File: src/logic/pcm_defs.svh
// Purpose: Constants of the pin configuration mux: offsets, fields, reset values.
// Assumes: Byte offsets relative to the block base, one 32-bit word per register.
// Notes: Included by the package and the top module.
//
// Notes on behaviour
// [RQ1] All-zero function code selects GPIO, otherwise peripheral.
// [RQ2] GPIO uses port direction; peripheral sets own.
// [RQ3] Resistor mode field, pull-up after reset.
// [RQ4] Repeater follows pin level, keeping last level.
// [RQ5] Hysteresis bit switches the input buffer.
// [RQ6] Analog mode disconnects receiver on analog pins.
// [RQ7] Software clears hysteresis and resistor when analog.
// [RQ8] I2C mode picks filter, high sink, plain.
// [RQ9] Software avoids fast-mode plus for GPIO use.
// [RQ10] Open-drain bit disables high side when output.
// [RQ11] Open-drain bit ignored on the I2C pin.
// [RQ12] One configuration register for every port pin.
// [RQ13] Location registers pick pin for multiplexed inputs.
// [RQ14] Software also selects function on chosen pin.
// [RQ15] Configuration registers reset to 0xD0 from 0x000.
// [RQ16] I2C clock pin register at 0x030 resets 0x00.
// [RQ17] Offsets 0x004 and 0x018 are reserved.
// [RQ18] Reserved offsets read zero, writes ignored.
`ifndef PCM_DEFS_SVH
`define PCM_DEFS_SVH

`define PCM_OFF_P2_6      12'h000
`define PCM_OFF_RSVD_A    12'h004
`define PCM_OFF_P2_0      12'h008
`define PCM_OFF_P0_0      12'h00C
`define PCM_OFF_P0_1      12'h010
`define PCM_OFF_P1_8      12'h014
`define PCM_OFF_RSVD_B    12'h018
`define PCM_OFF_P0_2      12'h01C
`define PCM_OFF_P2_7      12'h020
`define PCM_OFF_P2_8      12'h024
`define PCM_OFF_P2_1      12'h028
`define PCM_OFF_P0_3      12'h02C
`define PCM_OFF_P0_4      12'h030
`define PCM_OFF_LOC_SCK   12'h0B0
`define PCM_OFF_LOC_DSR   12'h0B4
`define PCM_OFF_LOC_DCD   12'h0B8
`define PCM_OFF_LOC_RI    12'h0BC

`define PCM_ADDR_MSB      11

`define PCM_CFG_W         11
`define PCM_FUNCTION_SELECT_LSB      0
`define PCM_FUNCTION_SELECT_MSB      2
`define PCM_MODE_LSB      3
`define PCM_MODE_MSB      4
`define PCM_HYS_BIT       5
`define PCM_DIGITAL_BIT   7
`define PCM_I2C_LSB       8
`define PCM_I2C_MSB       9
`define PCM_OD_BIT        10

`define PCM_CFG_RESET     11'h0D0
`define PCM_CFG_RESET_I2C 11'h000
`define PCM_FUNCTION_SELECT_GPIO     3'h0
`define PCM_FUNCTION_SELECT_I2C      3'h1

`define PCM_LOC_W         2
`define PCM_LOC_RESET     2'h0
`define PCM_NLOC          4
`define PCM_LOC_SCK       0
`define PCM_LOC_DSR       1
`define PCM_LOC_DCD       2
`define PCM_LOC_RI        3

`define PCM_I2C_PIN       10
`define PCM_ANALOG_MASK   11'h208
`define PCM_NPIN          11

`endif

File: src/logic/pcm_pkg.sv
// Purpose: Types shared by the pin configuration mux.
// Assumes: pcm_defs.svh supplies the numeric constants.
// Notes: Location table gives the pin index for each location code.
`include "pcm_defs.svh"

package pcm_pkg;

	typedef enum logic [1:0] {
		PCM_PULL_NONE,
		PCM_PULL_DOWN,
		PCM_PULL_UP,
		PCM_PULL_REPEAT
	} pcm_pull_t;

	typedef enum logic [1:0] {
		PCM_I2C_STD_FAST,
		PCM_I2C_PLAIN_IO,
		PCM_I2C_FAST_PLUS,
		PCM_I2C_RESERVED
	} pcm_i2c_t;

	typedef enum logic [1:0] {
		PCM_KIND_NONE,
		PCM_KIND_CFG,
		PCM_KIND_LOC
	} pcm_kind_t;

	// Candidate pins for each multiplexed input, indexed by location code.
	localparam int unsigned PCM_LOC_PIN [`PCM_NLOC][4] = '{
		'{8, 1, 5, 8},
		'{8, 3, 2, 8},
		'{1, 4, 6, 1},
		'{9, 7, 0, 9}
	};

endpackage : pcm_pkg

File: src/logic/pcm_top.sv
// Purpose: Per-pin configuration registers and pad control for eleven port pins.
// Assumes: AHB-Lite slave, single word transfers, one 100 MHz clock.
// Notes: Writes take no wait state; reads take one, so read data is never stale.
`timescale 1ns/1ps
`default_nettype none
`include "pcm_defs.svh"

module pcm_top #(
	parameter int NPIN = `PCM_NPIN
) (
	// Clock and reset
	input  wire logic              hclk,
	input  wire logic              hresetn,
	// AHB-Lite slave
	input  wire logic              hsel,
	input  wire logic [31:0]       haddr,
	input  wire logic [1:0]        htrans,
	input  wire logic              hwrite,
	input  wire logic [2:0]        hsize,
	input  wire logic [31:0]       hwdata,
	input  wire logic              hready,
	output var  logic              hreadyout,
	output var  logic              hresp,
	output var  logic [31:0]       hrdata,
	// Pad cells
	input  wire logic [NPIN-1:0]   pad_in,
	output var  logic [NPIN-1:0]   port_pin_out,
	output var  logic [NPIN-1:0]   port_pin_oe,
	output var  logic [NPIN-1:0]   pull_up_en,
	output var  logic [NPIN-1:0]   pull_down_en,
	output var  logic [NPIN-1:0]   hysteresis_enable,
	output var  logic [NPIN-1:0]   receiver_en,
	output var  logic [NPIN-1:0]   i2c_filter_en,
	output var  logic [NPIN-1:0]   i2c_high_sink,
	// GPIO logic
	input  wire logic [NPIN-1:0]   gpio_out,
	input  wire logic [NPIN-1:0]   port_direction,
	output var  logic [NPIN-1:0]   gpio_in,
	// Peripheral functions
	input  wire logic [NPIN-1:0]   periph_out,
	input  wire logic [NPIN-1:0]   periph_oe,
	output var  logic [NPIN-1:0]   periph_in,
	output var  logic              sync_serial_clock_input,
	output var  logic              dsr_input,
	output var  logic              carrier_detect_input,
	output var  logic              ring_indicate_input
);
	import pcm_pkg::*;

	logic [`PCM_CFG_W-1:0]  cfg_reg [NPIN];
	logic [`PCM_LOC_W-1:0]  loc_reg [`PCM_NLOC];
	logic [NPIN-1:0]        sync1_reg;
	logic [NPIN-1:0]        sync2_reg;
	logic [NPIN-1:0]        sync3_reg;
	logic [NPIN-1:0]        level_reg;
	logic                   wr_pend_reg;
	logic                   rd_pend_reg;
	pcm_kind_t              kind_reg;
	logic [3:0]             idx_reg;
	pcm_kind_t              kind_next;
	logic [3:0]             idx_next;
	logic                   take;
	logic [NPIN-1:0]        rx_on;
	logic [NPIN-1:0]        pin_data;
	logic [31:0]            rd_next;

	assign take = hsel && hready && htrans[1];

	// Address decode; reserved and unmapped offsets fall to PCM_KIND_NONE.
	always_comb
	begin
		kind_next = PCM_KIND_CFG;
		idx_next  = 4'h0;
		unique case (haddr[`PCM_ADDR_MSB:0])
			`PCM_OFF_P2_6:    idx_next = 4'h0; // see [RQ12]
			`PCM_OFF_P2_0:    idx_next = 4'h1;
			`PCM_OFF_P0_0:    idx_next = 4'h2;
			`PCM_OFF_P0_1:    idx_next = 4'h3;
			`PCM_OFF_P1_8:    idx_next = 4'h4;
			`PCM_OFF_P0_2:    idx_next = 4'h5;
			`PCM_OFF_P2_7:    idx_next = 4'h6;
			`PCM_OFF_P2_8:    idx_next = 4'h7;
			`PCM_OFF_P2_1:    idx_next = 4'h8;
			`PCM_OFF_P0_3:    idx_next = 4'h9;
			`PCM_OFF_P0_4:    idx_next = 4'hA;
			`PCM_OFF_LOC_SCK:
			begin
				kind_next = PCM_KIND_LOC;
				idx_next  = 4'h0;
			end
			`PCM_OFF_LOC_DSR:
			begin
				kind_next = PCM_KIND_LOC;
				idx_next  = 4'h1;
			end
			`PCM_OFF_LOC_DCD:
			begin
				kind_next = PCM_KIND_LOC;
				idx_next  = 4'h2;
			end
			`PCM_OFF_LOC_RI:
			begin
				kind_next = PCM_KIND_LOC;
				idx_next  = 4'h3;
			end
			default:          kind_next = PCM_KIND_NONE; // see [RQ17]
		endcase
		if (haddr[31:`PCM_ADDR_MSB+1] != '0)
		begin
			kind_next = PCM_KIND_NONE;
		end
	end

	// Address phase capture; a read inserts one wait state.
	always_ff @(posedge hclk or negedge hresetn)
	begin
		if (!hresetn)
		begin
			wr_pend_reg <= 1'b0;
			rd_pend_reg <= 1'b0;
			kind_reg    <= PCM_KIND_NONE;
			idx_reg     <= 4'h0;
			hreadyout   <= 1'b1;
		end
		else if (rd_pend_reg)
		begin
			rd_pend_reg <= 1'b0;
			hreadyout   <= 1'b1;
		end
		else
		begin
			wr_pend_reg <= take && hwrite;
			rd_pend_reg <= take && !hwrite;
			hreadyout   <= !(take && !hwrite);
			if (take)
			begin
				kind_reg <= kind_next;
				idx_reg  <= idx_next;
			end
		end
	end

	always_ff @(posedge hclk or negedge hresetn)
	begin
		if (!hresetn)
		begin
			hresp <= 1'b0;
		end
		else
		begin
			hresp <= 1'b0;
		end
	end

	// Read data is built in the wait state, after any earlier write has landed.
	always_comb
	begin
		rd_next = 32'h0000_0000; // see [RQ18]
		unique case (kind_reg)
			PCM_KIND_CFG: rd_next[`PCM_CFG_W-1:0] = cfg_reg[idx_reg];
			PCM_KIND_LOC: rd_next[`PCM_LOC_W-1:0] = loc_reg[idx_reg[1:0]];
			default:      rd_next = 32'h0000_0000;
		endcase
	end

	always_ff @(posedge hclk or negedge hresetn)
	begin
		if (!hresetn)
		begin
			hrdata <= 32'h0000_0000;
		end
		else if (rd_pend_reg)
		begin
			hrdata <= rd_next;
		end
	end

	// Configuration words; the I2C clock pin has its own reset value.
	always_ff @(posedge hclk or negedge hresetn)
	begin
		if (!hresetn)
		begin
			for (int i = 0; i < NPIN; i++)
			begin
				cfg_reg[i] <= (i == `PCM_I2C_PIN) ? `PCM_CFG_RESET_I2C : `PCM_CFG_RESET; // see [RQ15] [RQ16]
			end
		end
		else if (wr_pend_reg && kind_reg == PCM_KIND_CFG)
		begin
			cfg_reg[idx_reg] <= hwdata[`PCM_CFG_W-1:0]; // see [RQ12]
		end
	end

	always_ff @(posedge hclk or negedge hresetn)
	begin
		if (!hresetn)
		begin
			for (int i = 0; i < `PCM_NLOC; i++)
			begin
				loc_reg[i] <= `PCM_LOC_RESET;
			end
		end
		else if (wr_pend_reg && kind_reg == PCM_KIND_LOC)
		begin
			loc_reg[idx_reg[1:0]] <= hwdata[`PCM_LOC_W-1:0]; // see [RQ13]
		end
	end

	// Pad inputs cross in from outside; a change counts once stages two and three agree.
	always_ff @(posedge hclk or negedge hresetn)
	begin
		if (!hresetn)
		begin
			sync1_reg <= '0;
			sync2_reg <= '0;
			sync3_reg <= '0;
			level_reg <= '0;
		end
		else
		begin
			sync1_reg <= pad_in;
			sync2_reg <= sync1_reg;
			sync3_reg <= sync2_reg;
			for (int i = 0; i < NPIN; i++)
			begin
				if (sync2_reg[i] == sync3_reg[i])
				begin
					level_reg[i] <= sync3_reg[i];
				end
			end
		end
	end

	genvar g;
	generate
		for (g = 0; g < NPIN; g++)
		begin : g_pin
			localparam bit IS_I2C    = (g == `PCM_I2C_PIN);
			localparam bit IS_ANALOG = ((`PCM_ANALOG_MASK >> g) & 1) != 0;

			logic [2:0]  function_select;
			pcm_pull_t   pull;
			pcm_i2c_t    i2c;
			logic        is_gpio;
			logic        dir_out;
			logic        dat_out;
			logic        od_eff;
			logic        i2c_function_select;

			assign function_select     = cfg_reg[g][`PCM_FUNCTION_SELECT_MSB:`PCM_FUNCTION_SELECT_LSB];
			assign pull     = pcm_pull_t'(cfg_reg[g][`PCM_MODE_MSB:`PCM_MODE_LSB]);
			assign i2c      = pcm_i2c_t'(cfg_reg[g][`PCM_I2C_MSB:`PCM_I2C_LSB]);
			assign is_gpio  = (function_select == `PCM_FUNCTION_SELECT_GPIO); // see [RQ1]
			assign dir_out  = is_gpio ? port_direction[g] : periph_oe[g]; // see [RQ2]
			assign dat_out  = is_gpio ? gpio_out[g] : periph_out[g]; // see [RQ1]
			// The I2C pad is always open-drain, so the bit is ignored there.
			assign od_eff   = IS_I2C ? 1'b1 : cfg_reg[g][`PCM_OD_BIT]; // see [RQ10] [RQ11]
			assign i2c_function_select = IS_I2C && (function_select == `PCM_FUNCTION_SELECT_I2C);
			// Only pins with an analog function honour the digital bit.
			assign rx_on[g] = IS_ANALOG ? cfg_reg[g][`PCM_DIGITAL_BIT] : 1'b1; // see [RQ6]
			assign pin_data[g] = level_reg[g] & rx_on[g];

			always_ff @(posedge hclk or negedge hresetn)
			begin
				if (!hresetn)
				begin
					port_pin_out[g]      <= 1'b0;
					port_pin_oe[g]       <= 1'b0;
					pull_up_en[g]        <= 1'b0;
					pull_down_en[g]      <= 1'b0;
					hysteresis_enable[g] <= 1'b0;
					receiver_en[g]       <= 1'b0;
					i2c_filter_en[g]     <= 1'b0;
					i2c_high_sink[g]     <= 1'b0;
					gpio_in[g]           <= 1'b0;
					periph_in[g]         <= 1'b0;
				end
				else
				begin
					port_pin_out[g]      <= od_eff ? 1'b0 : dat_out; // see [RQ10]
					port_pin_oe[g]       <= dir_out && !(od_eff && dat_out); // see [RQ10]
					// Repeater holds an undriven input at the last level seen.
					pull_up_en[g]        <= (pull == PCM_PULL_UP) ||
						(pull == PCM_PULL_REPEAT && level_reg[g]); // see [RQ3] [RQ4]
					pull_down_en[g]      <= (pull == PCM_PULL_DOWN) ||
						(pull == PCM_PULL_REPEAT && !level_reg[g]); // see [RQ3] [RQ4]
					hysteresis_enable[g] <= cfg_reg[g][`PCM_HYS_BIT]; // see [RQ5]
					receiver_en[g]       <= rx_on[g]; // see [RQ6]
					i2c_filter_en[g]     <= i2c_function_select &&
						(i2c == PCM_I2C_STD_FAST || i2c == PCM_I2C_FAST_PLUS); // see [RQ8]
					i2c_high_sink[g]     <= i2c_function_select && (i2c == PCM_I2C_FAST_PLUS); // see [RQ8]
					gpio_in[g]           <= is_gpio ? pin_data[g] : 1'b0;
					periph_in[g]         <= is_gpio ? 1'b0 : pin_data[g];
				end
			end
		end
	endgenerate

	// A multiplexed input only sees its pin once that pin is off GPIO; otherwise it idles high.
	function automatic logic pcm_loc_level(input int unsigned fn);
		int unsigned p;
		p = PCM_LOC_PIN[fn][loc_reg[fn]];
		if (cfg_reg[p][`PCM_FUNCTION_SELECT_MSB:`PCM_FUNCTION_SELECT_LSB] != `PCM_FUNCTION_SELECT_GPIO)
		begin
			return pin_data[p]; // see [RQ13] [RQ14]
		end
		return 1'b1;
	endfunction : pcm_loc_level

	always_ff @(posedge hclk or negedge hresetn)
	begin
		if (!hresetn)
		begin
			sync_serial_clock_input <= 1'b1;
			dsr_input               <= 1'b1;
			carrier_detect_input    <= 1'b1;
			ring_indicate_input     <= 1'b1;
		end
		else
		begin
			sync_serial_clock_input <= pcm_loc_level(`PCM_LOC_SCK); // see [RQ13]
			dsr_input               <= pcm_loc_level(`PCM_LOC_DSR);
			carrier_detect_input    <= pcm_loc_level(`PCM_LOC_DCD);
			ring_indicate_input     <= pcm_loc_level(`PCM_LOC_RI);
		end
	end

endmodule : pcm_top

`default_nettype wire

File: config.mk
export PLATFORM = sky130hd
export DESIGN_NAME = pcm_top
export DESIGN_NICKNAME = d
export VERILOG_FILES = /design/src/logic/pcm_pkg.sv /design/src/logic/pcm_top.sv
export VERILOG_INCLUDE_DIRS = /design/src /design/src/logic
export SDC_FILE = /design/constraint.sdc
export NUM_CORES = 1
export LEC_CHECK = 0
export BUFFER_PORTS_ARGS = -buffer_cell sky130_fd_sc_hd__buf_4
export CORE_UTILIZATION = 55
export CTS_CLUSTER_DIAMETER = 30
export CTS_CLUSTER_SIZE = 24
export DETAILED_ROUTE_END_ITERATION = 10
export PLACE_DENSITY = 0.91
export REMOVE_ABC_BUFFERS = 1
export SYNTH_ARGS = -nofsm -noshare
export SYNTH_HDL_FRONTEND = slang
export SYNTH_SLANG_ARGS = --single-unit
File: constraint.sdc
create_clock -name hclk -period 4.36 [get_ports hclk]
set_input_delay 0.218 -clock hclk [delete_from_list [all_inputs] [get_ports hclk]]
set_output_delay 0.218 -clock hclk [all_outputs]
set_load 0.01 [all_outputs]
==> flow_metrics.tcl <==
set metrics [dict create \
    setup_viol 0 \
    cts-buffers-inserted 45 \
    cts.sinks 278 \
    min_period_over_period 0.590 \
    synth_area_leader_cell "dfrtp_1" \
    rr_worst_depth 5 \
    hold_path_class "in -> reg" \
    core-area_mm2 0.0212 \
    finalClockSkew_ps 16.6 \
    layout-drive-gt1-share 0.436 \
    grt_pass1_vias 8542 \
    p_sw_mw 1.55 \
    startpoint_type "register" \
    syn2layout_area_growth_pct 27.9 \
    synthTopCellsByArea "dfrtp_1 (51%), mux2_2 (10%), dfstp_2 (7.7%)" \
    start_util 0.566 \
    p_int_mw 5.13 \
    grt_setup_unrepaired "no" \
    place_hpwl_um 18400 \
    synth_commonest_cells "dfrtp_1 (243), mux2_2 (112), buf_4 (63)" \
    totalWireLength_um 29200 \
    grt.overflow.total 0 \
    power_density_mw_per_mm2 435 \
    fp.dieH_um 150 \
    worstSetupPathType "reg -> reg" \
    clkPwrFrac 0.523 \
    drc 0 \
    dr.pass1.iters 6 \
    yosysMostFrequentCell "dfrtp_1" \
    ys_types 69 \
    rows 53 \
    synth_top_area_share 0.506 \
    netlist_instances 850 \
    max_freq_ghz 0.389 \
    share_comb_of_total_power 0.066 \
    worstSkewPairLatency_ps 530 \
    grt_max_degree 127 \
    design_power_total_mw 6.69 \
    synthArstFlopShare 1.00 \
    final_area_mm2 0.0154 \
    wl_per_cell_um 20.7 \
    endpoint_kind "register" \
    postSynthAreaPerCell_um2 14.1 \
    syn_area_mm2 0.0120 \
    worst-endpoint-arrival_ps 3030 \
    cts_tree "built" \
    cts.clk_slew.worst_paths_ps 50 \
    via_per_inst 5.67 \
    max_cap_violations 0 \
    finalHoldViolCount 0 \
    swShare 0.232 \
    dieWidth_um 150 \
    htreeDepth 2 \
    yosys_most_used_dff "dfrtp_1" \
    clockRootBuffer "clkbuf_16" \
    peakVddDrop_mv 0.338 \
    grt_use_total 0.269 \
    synth_edf_count 0 \
    diodes 0 \
    place.gp.congestion 0.818 \
    io_buffers 208 \
    clk_path_buf_depth 3 \
    dpl_cell_area_mm2 0.0134 \
    largest_register_ffs 121 \
    die-area_mm2 0.0224 \
    ioPinCount 277 \
    outcome "finished, final reports clean" \
    antenna_found_initial 0 \
    grt_pass1_wl_um 45800 \
    setup_tns_ps 0 \
    crit_required_ps 4820 \
    whs_ps 7.29 \
    yosysSeqAreaShare 0.583 \
    min_delay_path_depth 3 \
    crit_fanout 4 \
    drv_slew 0 \
    power.leakage_nw 7.21 \
    ant_nets 0 \
    num-nets-final 1236 \
    tightest_slew_ps 1060 \
    min_period_ps 2570 \
    yosysWarnings 0 \
    drt_iter0_markers 568 \
    synth.ff_latch_count 278 \
    relSlewSlack 0.291 \
    num_vias 7997 \
    fin_util 0.724 \
    power_frac_seq 0.411 \
]
==> cell families (layout without fill, tap and decap cells) <==
family,count (synthesis),in the layout,synth area share
fa+ha+maj,18,18,0.0165
buf+inv,118,362,0.0669
compound gates,85,85,0.0521
other cells,2,44,0.000625
flops,278,278,0.583
xor+xnor,1,1,0.000729
mux,191,191,0.202
simple gates,157,157,0.0782
==> final timing paths <==
path | slack (ps) | startpoint | end
setup / recovery | 1790 | cfg_reg[2] | port_pin_oe[10]
hold / removal | 7 | periph_out[2] | port_pin_oe[2]
setup reg to reg | 1790 | cfg_reg[2] | port_pin_oe[10]
hold reg to reg | 340 | sync1_reg[6] | sync2_reg[6]
max in group asynchronous | 2820 | hresetn | idx_reg[1]
min in group asynchronous | 390 | hresetn | port_pin_out[2]
==> layout make-up <==
type,instances,area [um2]
repair buffers,255,2040
flip-flops and latches,278,7000
inverters,24,90.1
fillers,1308,5860
well taps,275,344
multi-input cells,496,4370
clock inverters,28,288
clock buffers,55,1230
==> power groups by stage <==
stage                     Sequential, mW  Clock [mW]  Combinational (mW)
after floorplan                     2.79           0               0.138
after global placement              2.78           0               0.386
after detailed placement            2.79           0               0.399
after CTS                           2.75        3.53               0.438
after global routing                2.76        3.65               0.477
final                               2.75        3.50               0.440
==> routing by layer <==
layer  GRT usage  vias to the layer above  routed length, um
met5           0                        -                  0
met4       0.113                        0               1010
met3      0.0674                       82               2360
met2       0.460                      380              14900
met1       0.323                     4093              10900
li1            -                     3442                  -
==> cell usage in the layout, fill, tap and decap left out, types with 7 or more instances in the layout <==
master and instances:
dfrtp_1 241, buf_4 212, mux2_2 112, clkbuf_16 46, conb_1 44, dlygate4sd3_1 41
mux2i_1 35, dfstp_2 35, nand2_1 32, nor2_1 29, inv_1 24, a21boi_0 22
mux4_2 20, nor3_1 17, a21oi_1 14, nor2b_1 14, and2_1 11, maj3_1 11
mux2_1 10, mux2_4 10, o2bb2ai_1 9, a32oi_1 9, o21ai_0 8, ha_1 7
clkinv_2 7
==> repair_timing <==
item,CTS,global route
resized for setup,0,0
setup buffers,0,0
endpoints found under the setup margin,0,0
hold endpoints to repair,143,0
hold buffers,41,0
==> through the flow <==
step / worst slack [ps] / cells
finish: 1790 / 1411
CTS: 1850 / 1411
floorplan: 1830 / 798
detailed placement: 1860 / 1287
global placement: 1900 / 1287
global route: 1660 / 1411
==> critical path, cell delays in order (launching register included) <==
cell and delay [ps]:
dfrtp_1 400, nor3_1 660, nand3b_1 160, dlygate4sd3_1 600
o21ai_0 90, dlygate4sd3_1 590
Power figures use the tool's default switching activity.
